--- src/shared/ebw_consts.svh ---
// Bus widths and field constants for the external bus write sequencer
`ifndef EBW_CONSTS_SVH
`define EBW_CONSTS_SVH
`define EBW_ADDR_W      32
`define EBW_DATA_W      16
`define EBW_SPACE_W     4
`define EBW_SIZE_W      2
`define EBW_SIZE_BYTE   2'h1
`define EBW_SIZE_WORD   2'h2
`define EBW_PORT_16     1'h1
`define EBW_PORT_8      1'h0
`endif

--- src/shared/ebw_pkg.sv ---
// Types shared by the external bus write sequencer
package ebw_pkg;
  // Half-clock bus states; wait states sit between S3 and S4
  typedef enum logic [2:0] {
    EBW_IDLE,
    EBW_S0,
    EBW_S1,
    EBW_S2,
    EBW_S3,
    EBW_SW,
    EBW_S4,
    EBW_S5
  } ebw_state_e;
endpackage

--- src/ebw_write_seq.sv ---
// Bus-master write-cycle sequencer for an asynchronous nonmultiplexed external bus
// ==========================================================
// Behaviour
// - Drive address and space code in S0
// - Drive write level and size in S0
// - Native style: address strobe in S1
// - Drive data in S2; sample acknowledges
// - Native: data strobe, write enables in S3
// - Acknowledge by S2 ends one clock later
// - No acknowledge: wait, sample every clock
// - Transfer done asserted during S4
// - S5 negates strobes, then transfer done
// - Address, data, controls held through S5
// - Legacy style uses its own strobes
// - Legacy data strobes assert as 16-bit
// - Word ack ends 16-bit, byte ack 8-bit
// - Legacy: S1 quiet, address strobe in S2
// - Legacy: data strobes, enables from S3
// - Acknowledge pair sampled gives port width
//
// One fabric clock edge stands for one half-clock bus state, so a
// zero-wait cycle is six CLK periods; a wait state is two CLK periods.
`timescale 1ns/1ps
`include "ebw_consts.svh"
module ebw_write_seq (
  input  wire logic                    CLK,
  input  wire logic                    RST,
  input  wire logic                    REQ_VALID,
  input  wire logic                    LEGACY_MODE,
  input  wire logic [`EBW_ADDR_W-1:0]  REQ_ADDR,
  input  wire logic [`EBW_DATA_W-1:0]  REQ_DATA,
  input  wire logic [`EBW_SPACE_W-1:0] REQ_SPACE,
  input  wire logic [`EBW_SIZE_W-1:0]  REQ_SIZE,
  input  wire logic                    SIZE_ACK_WORD_N,
  input  wire logic                    SIZE_ACK_BYTE_N,
  output logic                         REQ_READY,
  output logic [`EBW_ADDR_W-1:0]       ADDR,
  output logic [`EBW_SPACE_W-1:0]      SPACE_CODE,
  output logic [`EBW_SIZE_W-1:0]       TRANSFER_SIZE,
  output logic                         READ_WRITE,
  output logic [`EBW_DATA_W-1:0]       DATA_OUT,
  output logic                         DATA_OE_N,
  output logic                         ADDRESS_STROBE_N,
  output logic                         DATA_STROBE_N,
  output logic                         LEGACY_ADDRESS_STROBE_N,
  output logic                         UPPER_DATA_STROBE_N,
  output logic                         LOWER_DATA_STROBE_N,
  output logic                         UPPER_WRITE_ENABLE_N,
  output logic                         LOWER_WRITE_ENABLE_N,
  output logic                         TRANSFER_DONE_N,
  output logic                         DONE_PULSE,
  output logic                         PORT_WIDTH_16
);
  // ==========================================================
  // Acknowledge synchroniser
  logic [1:0] ack_sync;  // Synchronised {word, byte} acknowledges, active low

  ebw_sync #(.W(2)) u_ack_sync (
    .clk  (CLK),
    .rst  (RST),
    .din  ({SIZE_ACK_WORD_N, SIZE_ACK_BYTE_N}),
    .dout (ack_sync)
  );

  // Lane decode from size and low address bit; called once below, feeding both write enables
  function automatic logic [1:0] lanes_f(input logic [1:0] sz, input logic lab);
    logic [1:0] l;
    l = 2'h3;
    if (sz == `EBW_SIZE_BYTE) begin
      l = lab ? 2'h1 : 2'h2;  // Odd byte on lower lane, even on upper
    end
    return l;
  endfunction

  // ==========================================================
  // State and registered bus outputs
  ebw_pkg::ebw_state_e         st_q,   st_d;
  logic [`EBW_ADDR_W-1:0]      addr_q, addr_d;
  logic [`EBW_SPACE_W-1:0]     spc_q,  spc_d;
  logic [`EBW_SIZE_W-1:0]      siz_q,  siz_d;
  logic                        rw_q,   rw_d;
  logic [`EBW_DATA_W-1:0]      dat_q,  dat_d;
  logic                        doe_n_q, doe_n_d;
  logic                        legacy_q, legacy_d;   // Style latched per cycle
  logic                        adr_stb_n_q, adr_stb_n_d;      // Native address strobe
  logic                        dat_stb_n_q, dat_stb_n_d;      // Native data strobe
  logic                        las_n_q, las_n_d;
  logic                        up_stb_n_q, up_stb_n_d;        // Legacy upper data strobe
  logic                        lo_stb_n_q, lo_stb_n_d;        // Legacy lower data strobe
  logic                        up_wen_n_q, up_wen_n_d;        // Upper lane write enable
  logic                        lo_wen_n_q, lo_wen_n_d;        // Lower lane write enable
  logic                        xfer_done_n_q, xfer_done_n_d;  // Transfer done, active low
  logic                        wait_ph_q, wait_ph_d;          // Second half of a wait clock
  logic                        ack_seen_q, ack_seen_d;  // Acknowledge recognized
  logic                        pw16_q, pw16_d;
  logic                        done_q, done_d;
  logic                        rdy_q,  rdy_d;
  logic                        ack_any;
  logic [1:0]                  lanes;

  assign ack_any = ~(ack_sync[1] & ack_sync[0]);
  assign lanes   = lanes_f(siz_q, addr_q[0]);

  // Next-state and output computation
  always_comb begin
    st_d       = st_q;
    addr_d     = addr_q;
    spc_d      = spc_q;
    siz_d      = siz_q;
    rw_d       = rw_q;
    dat_d      = dat_q;
    doe_n_d    = doe_n_q;
    legacy_d   = legacy_q;
    adr_stb_n_d   = adr_stb_n_q;
    dat_stb_n_d   = dat_stb_n_q;
    las_n_d       = las_n_q;
    up_stb_n_d    = up_stb_n_q;
    lo_stb_n_d    = lo_stb_n_q;
    up_wen_n_d    = up_wen_n_q;
    lo_wen_n_d    = lo_wen_n_q;
    xfer_done_n_d = xfer_done_n_q;
    wait_ph_d     = wait_ph_q;
    ack_seen_d = ack_seen_q;
    pw16_d     = pw16_q;
    done_d     = 1'b0;
    rdy_d      = 1'b0;
    case (st_q)
      ebw_pkg::EBW_IDLE: begin
        // Take a request; the address phase starts next edge
        if (REQ_VALID && rdy_q) begin
          st_d     = ebw_pkg::EBW_S0;
          addr_d   = REQ_ADDR;
          spc_d    = REQ_SPACE;
          siz_d    = REQ_SIZE;
          rw_d     = 1'b0;
          dat_d    = REQ_DATA;
          legacy_d = LEGACY_MODE;
        end else begin
          rdy_d    = 1'b1;
        end
      end
      ebw_pkg::EBW_S0: begin
        st_d = ebw_pkg::EBW_S1;
        if (!legacy_q) begin
          adr_stb_n_d = 1'b0;
        end
        // Legacy style changes no control in S1
      end
      ebw_pkg::EBW_S1: begin
        st_d    = ebw_pkg::EBW_S2;
        doe_n_d = 1'b0;
        if (legacy_q) begin
          las_n_d = 1'b0;
        end
      end
      ebw_pkg::EBW_S2: begin
        // End of S2: sample acknowledges
        st_d       = ebw_pkg::EBW_S3;
        ack_seen_d = ack_any;
        pw16_d     = ~ack_sync[1];
        if (legacy_q) begin
          up_stb_n_d = 1'b0;  // Both strobes as for a 16-bit bus
          lo_stb_n_d = 1'b0;
        end else begin
          dat_stb_n_d = 1'b0;
        end
        up_wen_n_d = ~lanes[1];
        lo_wen_n_d = ~lanes[0];
      end
      ebw_pkg::EBW_S3: begin
        // Acknowledged: go on; else wait
        st_d = ack_seen_q ? ebw_pkg::EBW_S4 : ebw_pkg::EBW_SW;
        if (ack_seen_q) begin
          xfer_done_n_d = 1'b0;
        end
      end
      ebw_pkg::EBW_SW: begin
        // A wait state is a whole bus clock, sampled on its second half, so S4 keeps its phase
        wait_ph_d = ~wait_ph_q;
        if (wait_ph_q && ack_any) begin
          st_d          = ebw_pkg::EBW_S4;
          pw16_d        = ~ack_sync[1];
          xfer_done_n_d = 1'b0;
        end
      end
      ebw_pkg::EBW_S4: begin
        st_d    = ebw_pkg::EBW_S5;
        adr_stb_n_d = 1'b1;
        dat_stb_n_d = 1'b1;
        las_n_d     = 1'b1;
        up_stb_n_d  = 1'b1;
        lo_stb_n_d  = 1'b1;
        up_wen_n_d  = 1'b1;
        lo_wen_n_d  = 1'b1;
        // Address, data, size, space and write level held
      end
      ebw_pkg::EBW_S5: begin
        st_d    = ebw_pkg::EBW_IDLE;
        xfer_done_n_d = 1'b1;
        doe_n_d = 1'b1;
        rw_d    = 1'b1;
        done_d  = 1'b1;  // Port width valid with this pulse
        rdy_d   = 1'b1;
      end
      default: begin
        st_d = ebw_pkg::EBW_IDLE;
      end
    endcase
  end

  // Register the sequencer
  always_ff @(posedge CLK) begin
    if (RST) begin
      st_q       <= ebw_pkg::EBW_IDLE;
      addr_q     <= '0;
      spc_q      <= '0;
      siz_q      <= '0;
      rw_q       <= 1'b1;
      dat_q      <= '0;
      doe_n_q    <= 1'b1;
      legacy_q   <= 1'b0;
      adr_stb_n_q   <= 1'b1;
      dat_stb_n_q   <= 1'b1;
      las_n_q       <= 1'b1;
      up_stb_n_q    <= 1'b1;
      lo_stb_n_q    <= 1'b1;
      up_wen_n_q    <= 1'b1;
      lo_wen_n_q    <= 1'b1;
      xfer_done_n_q <= 1'b1;
      wait_ph_q     <= 1'b0;
      ack_seen_q <= 1'b0;
      pw16_q     <= `EBW_PORT_16;
      done_q     <= 1'b0;
      rdy_q      <= 1'b0;
    end else begin
      st_q       <= st_d;
      addr_q     <= addr_d;
      spc_q      <= spc_d;
      siz_q      <= siz_d;
      rw_q       <= rw_d;
      dat_q      <= dat_d;
      doe_n_q    <= doe_n_d;
      legacy_q   <= legacy_d;
      adr_stb_n_q   <= adr_stb_n_d;
      dat_stb_n_q   <= dat_stb_n_d;
      las_n_q       <= las_n_d;
      up_stb_n_q    <= up_stb_n_d;
      lo_stb_n_q    <= lo_stb_n_d;
      up_wen_n_q    <= up_wen_n_d;
      lo_wen_n_q    <= lo_wen_n_d;
      xfer_done_n_q <= xfer_done_n_d;
      wait_ph_q     <= wait_ph_d;
      ack_seen_q <= ack_seen_d;
      pw16_q     <= pw16_d;
      done_q     <= done_d;
      rdy_q      <= rdy_d;
    end
  end

  // ==========================================================
  // Outputs straight from flip-flops
  assign REQ_READY               = rdy_q;
  assign ADDR                    = addr_q;
  assign SPACE_CODE              = spc_q;
  assign TRANSFER_SIZE           = siz_q;
  assign READ_WRITE              = rw_q;
  assign DATA_OUT                = dat_q;
  assign DATA_OE_N               = doe_n_q;
  assign ADDRESS_STROBE_N        = adr_stb_n_q;
  assign DATA_STROBE_N           = dat_stb_n_q;
  assign LEGACY_ADDRESS_STROBE_N = las_n_q;
  assign UPPER_DATA_STROBE_N     = up_stb_n_q;
  assign LOWER_DATA_STROBE_N     = lo_stb_n_q;
  assign UPPER_WRITE_ENABLE_N    = up_wen_n_q;
  assign LOWER_WRITE_ENABLE_N    = lo_wen_n_q;
  assign TRANSFER_DONE_N         = xfer_done_n_q;
  assign DONE_PULSE              = done_q;
  assign PORT_WIDTH_16           = pw16_q;
endmodule // ebw_write_seq

--- src/ebw_sync.sv ---
// Two-flop synchroniser for a group of asynchronous inputs
`timescale 1ns/1ps
module ebw_sync #(
  parameter int W = 2
) (
  input  wire logic         clk,
  input  wire logic         rst,
  input  wire logic [W-1:0] din,
  output logic      [W-1:0] dout
);
  // ==========================================================
  // Synchroniser stages
  logic [W-1:0] meta_q;  // First stage, read only by the second
  logic [W-1:0] meta_d;
  logic [W-1:0] sync_q;  // Second stage, safe to use
  logic [W-1:0] sync_d;

  // Next values: shift the input through
  always_comb begin
    meta_d = din;
    sync_d = meta_q;
  end

  // Register both stages; idle high matches negated active-low strobes
  always_ff @(posedge clk) begin
    if (rst) begin
      meta_q <= '1;
      sync_q <= '1;
    end else begin
      meta_q <= meta_d;
      sync_q <= sync_d;
    end
  end

  assign dout = sync_q;
endmodule // ebw_sync

--- config.mk ---
export PLATFORM = sky130hd
export DESIGN_NAME = ebw_write_seq
export DESIGN_NICKNAME = d
export VERILOG_FILES = /design/src/shared/ebw_pkg.sv /design/src/ebw_write_seq.sv /design/src/ebw_sync.sv
export VERILOG_INCLUDE_DIRS = /design/src /design/src/shared
export SDC_FILE = /design/constraint.sdc
export NUM_CORES = 1
export LEC_CHECK = 0
export ABC_AREA = 0
export BUFFER_PORTS_ARGS = -buffer_cell sky130_fd_sc_hd__buf_2
export CORE_ASPECT_RATIO = 2
export CORE_MARGIN = 2
export CORE_UTILIZATION = 40
export CTS_CLUSTER_SIZE = 16
export DETAILED_ROUTE_END_ITERATION = 10
export PLACE_DENSITY = 0.71
export SLEW_MARGIN = 5
export SYNTH_ARGS = -nofsm -noshare
export SYNTH_HDL_FRONTEND = slang
export SYNTH_SLANG_ARGS = --single-unit
export TNS_END_PERCENT = 30
--- constraint.sdc ---
create_clock -name CLK -period 1.4 [get_ports CLK]
set_clock_uncertainty 0.1 [all_clocks]
set_input_delay 0.28 -clock CLK [delete_from_list [all_inputs] [get_ports CLK]]
set_output_delay 0.28 -clock CLK [all_outputs]
set_load 0.05 [all_outputs]
==> impl_metrics.yaml, run 1 <==
route:
  viasPerCell: 4.82
  drc: 0
  wl_per_cell_um: 12.9
  drtIter0Drc: 99
  routed-via-count: 2695
  first_pass_iters: 4
  ant_nets: 0
  routed_wl_um: 7220
global_routing:
  grt_usage_pct: 17.7
  grt_overflow: 0
  grt_pass1_wl_um: 11300
  grt_max_degree: 69
  antenna_found_initial: 0
  grt_pass1_vias: 2622
setup_path:
  cp-end-kind: "register"
  critPathKind: "reg2reg"
  critPathLaunchType: "register"
  crit_arrival_ps: 1550
  reg2reg_from: "st_q[1]"
  endpoint: "ADDR[26]"
  cp-startpoint: "st_q[1]"
  crit_fanout: 22
  ff2ff_setup_slack_ps: 3
  required_ps: 1550
  r2r_cells: 4
  worstReg2RegEnd: "ADDR[26]"
layout:
  fin_nets: 521
  syn2layout_area_growth_pct: 33.0
  drive_above_1_share_pct: 35.5
  fill_cells: 724
  n_antenna_cell: 0
  fin_area_mm2: 0.00410
power_and_ir_drop:
  max-vdd-ir-drop_uv: 884
  p_int_w: 0.00456
  combPwrFrac_pct: 33.8
  swShare_pct: 36.7
  clkPwrFrac_pct: 28.9
  leakage_nw: 1.84
  power.switching_w: 0.00265
  seqPwrFrac_pct: 37.3
  cellPowerDensity_mw_per_mm2: 1760
  finalPower_w: 0.00721
floorplan:
  die_area_mm2: 0.00847
  die_w_um: 66.1
  initial_utilization_pct: 40.9
  io_pins: 127
  rows: 45
  coreArea_mm2: 0.00754
  dieHeight_um: 128
synthesis:
  syn_avg_cell_area_um2: 9.12
  synth_seq_area_share_pct: 49.4
  synth_fp_nets: 398
  synth_ff_type: "dfxtp_1"
  netlist_instances: 338
  syn-cell-area_mm2: 0.00308
  synth.area.top_cells: "dfxtp_1 49%, mux2i_1 18%, nand2_1 15%"
  yosysTopAreaCell: "dfxtp_1"
  synth_seq_cells: 76
  ys_warn_count: 0
  synth_top_area_share_pct: 49.4
  async_flop_share_pct: 0
  ys_types: 38
  yosysMostFrequentCell: "nand2_1"
  synth_edf_count: 0
  ys_top_cells_by_count: "120 x nand2_1, 76 x dfxtp_1, 55 x mux2i_1"
flow_run:
  drv_cap: 0
placed_design:
  io_buffers: 126
  routabilityCongestion: 0.848
  dp_hpwl_um: 5470
  placed_cell_area_mm2: 0.00381
  place_ws_ps: -19.3
run_status:
  status: "finished clean"
sta:
  setup_ws_ps: 3.20
  tightest_slew_ps: 260
  finalCriticalPeriod_ps: 1400
  timing.slew.headroom_pct: 82.7
  setup_viol: 0
  final_hold_viol_count: 0
  period_share_pct: 99.8
  slew_violations: 0
  fmax_mhz: 716
  rsz0062_at_grt: "true"
cts:
  numCtsBuffers: 9
  clk_pin_slew_ps: 50
  htree_levels: 3
  cts.sinks: 76
  insertion_delay_ps: 330
  cts-root-buf: "clkbuf_16"
  cts_tree: "yes"
  clk_path_buf_depth: 2
  holdBufCountCts: 0
hold_path:
  hp-class: "in2reg"
-- cell families (layout without fill, tap and decap cells) --
| group | after synthesis | in the layout | synth area share (%) |
|---|---|---|---|
| AOI/OAI and AO/OA | 29 | 29 | 6.21 |
| xor gates and xnor gates | 1 | 1 | 0.284 |
| buffers and inverters | 30 | 157 | 6.57 |
| DFF | 76 | 76 | 49.4 |
| muxes | 56 | 56 | 18.2 |
| and+or+nand+nor | 146 | 146 | 19.4 |
-- worst min-delay path by stage --
stage / from / endpoint / cells after the start
finish: SIZE_ACK_WORD_N / u_ack_sync.meta_q[1] / 2
global route: SIZE_ACK_WORD_N / u_ack_sync.meta_q[1] / 2
CTS: SIZE_ACK_WORD_N / u_ack_sync.meta_q[1] / 2
detailed placement: u_ack_sync.meta_q[1] / u_ack_sync.dout[1] / 1
global placement: u_ack_sync.meta_q[0] / u_ack_sync.dout[0] / 1
floorplan: SIZE_ACK_BYTE_N / u_ack_sync.meta_q[0] / 1
-- critical path, cell delays in order (launching register included) --
cell	delay (ps)
dfxtp_1	340
nor3_4	180
and3_4	260
buf_12	200
mux2i_1	220
-- layout make-up --
class                   count  area, µm²  area share [%]
flip-flops and latches     76       1530            37.2
multi-input cells         232       1380            33.7
repair buffers            138        788            19.2
clock buffers              13        260            6.35
well taps                  94        118            2.87
inverters                   4       16.3           0.397
clock inverters             2       10.0           0.244
-- layer usage --
layer	GRT usage, %	vias up	routed length, µm
li1	-	1360	-
met4	10.9	0	266
met5	0	-	0
met1	17.0	1215	2600
met2	31.5	96	3940
met3	5.79	24	418
-- power by group through the flow --
stage | Sequential [W] | Clock, W | Combinational [W]
floorplan | 0.00364 | 0 | 0.000951
global placement | 0.00271 | 0 | 0.00239
detailed placement | 0.00272 | 0 | 0.00242
CTS | 0.00268 | 0.00214 | 0.00243
global route | 0.00272 | 0.00224 | 0.00258
finish | 0.00269 | 0.00208 | 0.00244
-- cells in the final DEF, fill, tap and decap left out, types with 3 or more instances in the layout --
cell,synthesis,layout
nand3_1,3,3
nand2_1,120,120
mux2i_1,55,55
buf_12,4,5
nor2_1,7,7
or2_2,4,4
inv_1,3,3
nand3b_1,3,3
clkinv_2,0,3
dfxtp_1,76,74
a21oi_1,10,10
buf_2,5,124
nor3_1,3,3
buf_4,2,8
clkbuf_16,0,9
o21ai_0,5,5
-- through the flow --
step                      hold WS (ps)  instances  utilization [%]  setup TNS [ps]
after floorplan                    284        338                -           -2.16
after global placement             298        544             50.4           -30.5
after detailed placement           300        544             50.4           -35.0
after CTS                         22.4        559             54.1           -54.5
after global routing              22.6        559             54.3           -1130
final                             35.8        559             54.3               0
-- repair_timing --
action,4_1_cts,5_1_grt
setup buffers,0,0
gates resized for setup,3,5
setup endpoints to repair,9,48
-- flip-flops by register name, indices dropped and copies added, names as in the netlist --
register / count
ADDR: 32
u_ack_sync.meta_q: 2
READ_WRITE: 1
SPACE_CODE: 4
REQ_READY: 1
UPPER_WRITE_ENABLE_N: 1
DONE_PULSE: 1
PORT_WIDTH_16: 1
u_ack_sync.dout: 2
LOWER_DATA_STROBE_N: 1
ADDRESS_STROBE_N: 1
DATA_OE_N: 1
st_q: 3
ack_seen_q: 1
DATA_STROBE_N: 1
TRANSFER_DONE_N: 1
legacy_q: 1
wait_ph_q: 1
LEGACY_ADDRESS_STROBE_N: 1
TRANSFER_SIZE: 2
LOWER_WRITE_ENABLE_N: 1
DATA_OUT: 16
No activity file was read; power rests on OpenSTA's default activity.
==> run 2, diff against run 1 <==
==> constraint.sdc (replaced) <==
create_clock -name CLK -period 1.2 [get_ports CLK]
set_clock_uncertainty 0.1 [all_clocks]
set_input_delay 0.24 -clock CLK [delete_from_list [all_inputs] [get_ports CLK]]
set_output_delay 0.24 -clock CLK [all_outputs]
set_load 0.05 [all_outputs]
==> run 2 against run 1 <==
The flow now finishes with violations (setup timing). Clock power rose by 17%. Fmax fell by 2.0%. Flip-flop and latch count did not move. Sequential power rose by 22%. Register-to-register slack got worse by 230 ps. Critical endpoint is now ADDR[22].
==> impl_metrics.yaml, run 2 (synthesis results as in run 1) <==
sta:
  tightest_slew_ps: 244
  slew_violations: 0
  timing.slew.headroom_pct: 83.7
  rsz0062_at_grt: "true"
  hold_slack_ps: 10.2
  finalCriticalPeriod_ps: 1430
  setup_viol: 70
  period_share_pct: 119
  final_hold_viol_count: 0
  setup_ws_ps: -225
  fmax_mhz: 702
floorplan:
  dieHeight_um: 128
  coreArea_mm2: 0.00754
  initial_utilization_pct: 40.9
  io_pins: 127
  die_w_um: 66.1
  die_area_mm2: 0.00847
  rows: 45
layout:
  syn2layout_area_growth_pct: 60.2
  drive_above_1_share_pct: 51.0
  fill_cells: 602
  fin_nets: 540
  final_util_pct: 65.5
  final_cell_mix: "119 x nand2_1, 66 x buf_6, 59 x buf_2"
  largest_register_ffs: 32
  n_antenna_cell: 0
  fin_area_mm2: 0.00494
  fin_cells: 578
  mostFrequentLayoutCell: "nand2_1"
setup_path:
  required_ps: 1350
  ff2ff_setup_slack_ps: -230
  slowest_stage: "dfxtp_2"
  critPathLaunchType: "register"
  crit_arrival_ps: 1570
  cp-end-kind: "register"
  cpLargestDelayFamily: "simple AND/OR/NAND/NOR gates"
  critPathKind: "reg2reg"
  cp_cell_sequence: "nor3_2 -> and3_4 -> buf_12 -> buf_12 -> mux2i_1"
  cp-startpoint: "st_q[2]"
  cp_common_cell: "buf_12"
  reg2reg_from: "st_q[2]"
  path_buf_inv: 2
  crit_path_max_incr_delay_ps: 330
  crit_fanout: 6
global_routing:
  grt_overflow: 0
  antenna_found_initial: 0
  grt_pass1_vias: 2901
  grt_max_degree: 65
  grt_usage_pct: 20.2
  grt_pass1_wl_um: 13100
power_and_ir_drop:
  combPwrFrac_pct: 39.5
  cellPowerDensity_mw_per_mm2: 1910
  clkPwrFrac_pct: 25.8
  max-vdd-ir-drop_uv: 1030
  swShare_pct: 35.3
  seqPwrFrac_pct: 34.7
  p_int_w: 0.00612
  leakage_nw: 2.09
  power.switching_w: 0.00334
placed_design:
  dp.cells: 553
  routabilityCongestion: 0.819
  io_buffers: 126
  place_ws_ps: -247
  placed_cell_area_mm2: 0.00389
  dp_hpwl_um: 5500
cts:
  numCtsBuffers: 9
  htree_levels: 3
  cts-root-buf: "clkbuf_16"
  insertion_delay_ps: 330
  cts.sinks: 76
  clk_pin_slew_ps: 50
  clk_path_buf_depth: 2
  cts_tree: "yes"
route:
  drc: 0
  viasPerCell: 4.92
  drtIter0Drc: 130
  wl_per_cell_um: 14.5
  routed-via-count: 2841
  first_pass_iters: 4
  routed_wl_um: 8360
  ant_nets: 0
run_status:
  status: "finished, violations left"
  violations: "setup timing"
flow_run:
  drv_cap: 0
hold_path:
  hp-class: "in2reg"
  min_from: "SIZE_ACK_WORD_N"
[run 2: cell types whose count changed in the layout (fill, tap and decap cells not counted), sizes merged]
cell         before  now
dlygate4sd3       0    1
buf             137  154
clkbuf           14   15
[run 2: through the flow]
| stage | TNS, ps | power (W) |
|---|---|---|
| 6_report | -11190 | 0.00946 |
| 5_1_grt | -15300 | 0.00984 |
| 4_1_cts | -10290 | 0.00933 |
| 3_5_place_dp | -11920 | 0.00609 |
| 3_3_place_gp | -9860 | 0.00603 |
| 2_1_floorplan | -9630 | 0.00538 |
[run 2: area by class of cell]
type,count,area (µm²),share of cell area (%)
Inverter,4,16.3,0.329
Clock inverter,2,10.0,0.203
Sequential cell,76,1610,32.5
Tap cell,94,118,2.38
Multi-Input combinational cell,232,1440,29.1
Timing Repair Buffer,157,1490,30.2
Clock buffer,13,260,5.27
[run 2: power groups by stage]
stage	Sequential [W]	Clock, W	Combinational, W
6_report	0.00328	0.00244	0.00373
5_1_grt	0.00332	0.00260	0.00392
4_1_cts	0.00324	0.00248	0.00361
3_5_place_dp	0.00317	0	0.00292
3_3_place_gp	0.00315	0	0.00288
2_1_floorplan	0.00424	0	0.00114
[run 2: final timing paths]
check                                       endpoint  depth (start not counted)
worst max-delay path                        ADDR[22]                          5
worst min-delay path            u_ack_sync.meta_q[1]                          2
worst max register to register              ADDR[22]                          5
worst min register to register    u_ack_sync.dout[0]                          1
[run 2: layer usage]
layer / GRT usage, % / part of all wire, % / up-vias
met5: 0 / 0 / -
met3: 4.39 / 4.2 / 25
met2: 36.1 / 57 / 93
met4: 12.7 / 4.2 / 0
li1: - / - / 1392
met1: 20.3 / 35 / 1331
[run 2: what timing repair did]
item / CTS / global route
hold endpoints to repair: 1 / 0
gates cloned: 2 / 2
endpoints found under the setup margin: 135 / 117
hold buffers: 1 / 0
buffers inserted: 6 / 0
pin swaps: 8 / 5
resized for setup: 185 / 47
==> run 3, diff against run 2 <==
--- a/config.mk
+++ b/config.mk
@@ -8,12 +8,14 @@
 export LEC_CHECK = 0
 export ABC_AREA = 0
 export BUFFER_PORTS_ARGS = -buffer_cell sky130_fd_sc_hd__buf_2
+export CELL_PAD_IN_SITES_DETAIL_PLACEMENT = 2
+export CELL_PAD_IN_SITES_GLOBAL_PLACEMENT = 2
 export CORE_ASPECT_RATIO = 2
 export CORE_MARGIN = 2
-export CORE_UTILIZATION = 40
+export CORE_UTILIZATION = 24
 export CTS_CLUSTER_SIZE = 16
 export DETAILED_ROUTE_END_ITERATION = 10
-export PLACE_DENSITY = 0.71
+export PLACE_DENSITY_LB_ADDON = 0.1
 export SLEW_MARGIN = 5
 export SYNTH_ARGS = -nofsm -noshare
 export SYNTH_HDL_FRONTEND = slang
==> constraint.sdc (replaced) <==
create_clock -name CLK -period 1.25 [get_ports CLK]
set_clock_uncertainty 0.1 [all_clocks]
set_input_delay 0.25 -clock CLK [delete_from_list [all_inputs] [get_ports CLK]]
set_output_delay 0.25 -clock CLK [all_outputs]
set_load 0.05 [all_outputs]
==> run 3 against run 2 <==
The run still ends with setup timing left. First-iteration DRC count shrank 65%. Combinational power shrank 8.8%. Highest routed layer unchanged. Non-clock buffer count grew 2. Worst setup slack gained 79 ps. Via count grew 0.11%. Sequential power shrank 5%. Flip-flop and latch count is the same. Cell area shrank 3.2%. Global-route usage shrank 5.7 points. Hold slack gained 49 ps. Count of clock-buffer cells in the layout shrank 3.
==> impl_metrics.yaml, run 3 (synthesis results as in run 1) <==
run_status:
  status: "finished, violations left"
  violations: "setup timing"
global_routing:
  antenna_found_initial: 0
  grt_usage_pct: 14.5
  grt_overflow: 0
  grt_pass1_wl_um: 15700
  grt_use_met3_pct: 3.62
  use_met1_pct: 14.5
  grt.busiest_layer: "met2"
  grtUsageMet2_pct: 28.3
  grt_pass1_vias: 3164
  grt_max_degree: 59
layout:
  n_antenna_cell: 0
  fill_cells: 1434
  multi_input_area_mm2: 0.00142
  syn2layout_area_growth_pct: 55.1
  fin_nets: 542
  final_cell_mix: "120 x nand2_1, 59 x buf_2, 55 x dfxtp_1, 55 x mux2i_1, 53 x buf_6"
  largest_register_ffs: 32
  fin_area_mm2: 0.00478
  drive_above_1_share_pct: 43.6
  regArea_mm2: 0.00156
  final_util_pct: 38.1
  mostFrequentLayoutCell: "nand2_1"
setup_path:
  cp-end-kind: "register"
  critPathKind: "reg2reg"
  ff2ff_setup_slack_ps: -150
  crit_fanout: 24
  required_ps: 1410
  critPathLaunchType: "register"
  crit_arrival_ps: 1550
cts:
  cts-root-buf: "clkbuf_16"
  clk_path_buf_depth: 2
  clk_pin_slew_ps: 60
  cts_tree: "yes"
  cts.sinks: 76
  insertion_delay_ps: 330
  htree_levels: 3
  numCtsBuffers: 9
power_and_ir_drop:
  cellPowerDensity_mw_per_mm2: 1840
  leakage_nw: 2.02
  power.switching_w: 0.00325
  clkPwrFrac_pct: 25.9
  p_int_w: 0.00555
  combPwrFrac_pct: 38.6
  seqPwrFrac_pct: 35.4
  max-vdd-ir-drop_uv: 882
  swShare_pct: 36.9
sta:
  setup_ws_ps: -147
  fmax_mhz: 716
  fin_tns_setup_ps: -6410
  finalCriticalPeriod_ps: 1400
  slew_violations: 0
  final_hold_viol_count: 0
  timing.slew.headroom_pct: 81.9
  rsz0062_at_grt: "true"
  tightest_slew_ps: 271
  setup_viol: 59
  period_share_pct: 112
placed_design:
  io_buffers: 126
  routabilityCongestion: 0.731
  dp_hpwl_um: 7360
  placed_cell_area_mm2: 0.00399
route:
  drtIter0Drc: 46
  drc: 0
  routed_wl_um: 9790
  ant_nets: 0
  viasPerCell: 4.49
  first_pass_iters: 4
  routed-via-count: 2844
  wl_per_cell_um: 15.4
floorplan:
  initial_utilization_pct: 24.6
  dieHeight_um: 164
  die_area_mm2: 0.0138
  coreArea_mm2: 0.0126
  rows: 58
  die_w_um: 84.1
  io_pins: 127
flow_run:
  drv_cap: 0
hold_path:
  hp-class: "in2reg"
==> run 3: cell types whose count changed in the layout (fill, tap and decap cells not counted), sizes merged <==
cell         change
clkinvlp         +1
buf              +1
clkbuf           -3
dlygate4sd3      +1
==> run 3: power by group through the flow <==
stage | clock network, W | registers (W) | logic [W]
after floorplan | 0 | 0.00407 | 0.00109
after global placement | 0 | 0.00304 | 0.00287
after detailed placement | 0 | 0.00306 | 0.00293
after CTS | 0.00239 | 0.00307 | 0.00323
after global routing | 0.00249 | 0.00317 | 0.00362
final | 0.00228 | 0.00311 | 0.00340
==> run 3: worst max-delay path, stage by stage, from the launching register on <==
cell	delay [ps]
dfxtp_2	330
nor3_4	190
and3_4	260
buf_12	220
mux2i_1	220
==> run 3: stage by stage <==
step | worst slack, ps | hold slack, ps | power [W] | instances
finish | -147 | 59.0 | 0.00880 | 634
global route | -248 | 55.2 | 0.00928 | 634
CTS | -183 | 49.2 | 0.00869 | 631
detailed placement | -193 | 303 | 0.00599 | 616
global placement | -170 | 300 | 0.00592 | 616
floorplan | -135 | 254 | 0.00516 | 338
==> run 3: path summary, 6_finish.rpt <==
| kind | startpoint | endpoint | cells after the start |
|---|---|---|---|
| setup reg to reg | st_q[2] | ADDR[10] | 4 |
| hold reg to reg | u_ack_sync.meta_q[1] | u_ack_sync.dout[1] | 1 |
| setup / recovery | st_q[2] | ADDR[10] | 4 |
| hold / removal | REQ_DATA[9] | DATA_OUT[9] | 3 |
==> run 3: area by class of cell <==
| type | count | share of cell area (%) |
|---|---|---|
| multi-input combinational | 232 | 29.8 |
| clock inverter | 3 | 0.366 |
| clock buffer | 10 | 4.79 |
| tap | 150 | 3.93 |
| sequential | 76 | 32.5 |
| timing repair buffer | 159 | 28.3 |
| inverter | 4 | 0.340 |
==> run 3: per-layer routing <==
| metal | wire length, µm | share of wire, % | vias to the layer above |
|---|---|---|---|
| met4 | 151 | 1.5 | 0 |
| li1 | - | - | 1399 |
| met3 | 483 | 4.9 | 9 |
| met2 | 5760 | 59 | 72 |
| met5 | 0 | 0 | - |
| met1 | 3390 | 35 | 1364 |
==> run 3: repair_timing <==
| item | 4_1_cts | 5_1_grt |
|---|---|---|
| setup buffers | 0 | 2 |
| hold endpoints to repair | 2 | 0 |
| endpoints found under the setup margin | 132 | 114 |
| pin swaps | 2 | 4 |
| hold buffers | 2 | 0 |
| resized for setup | 110 | 59 |
| gates cloned | 0 | 1 |
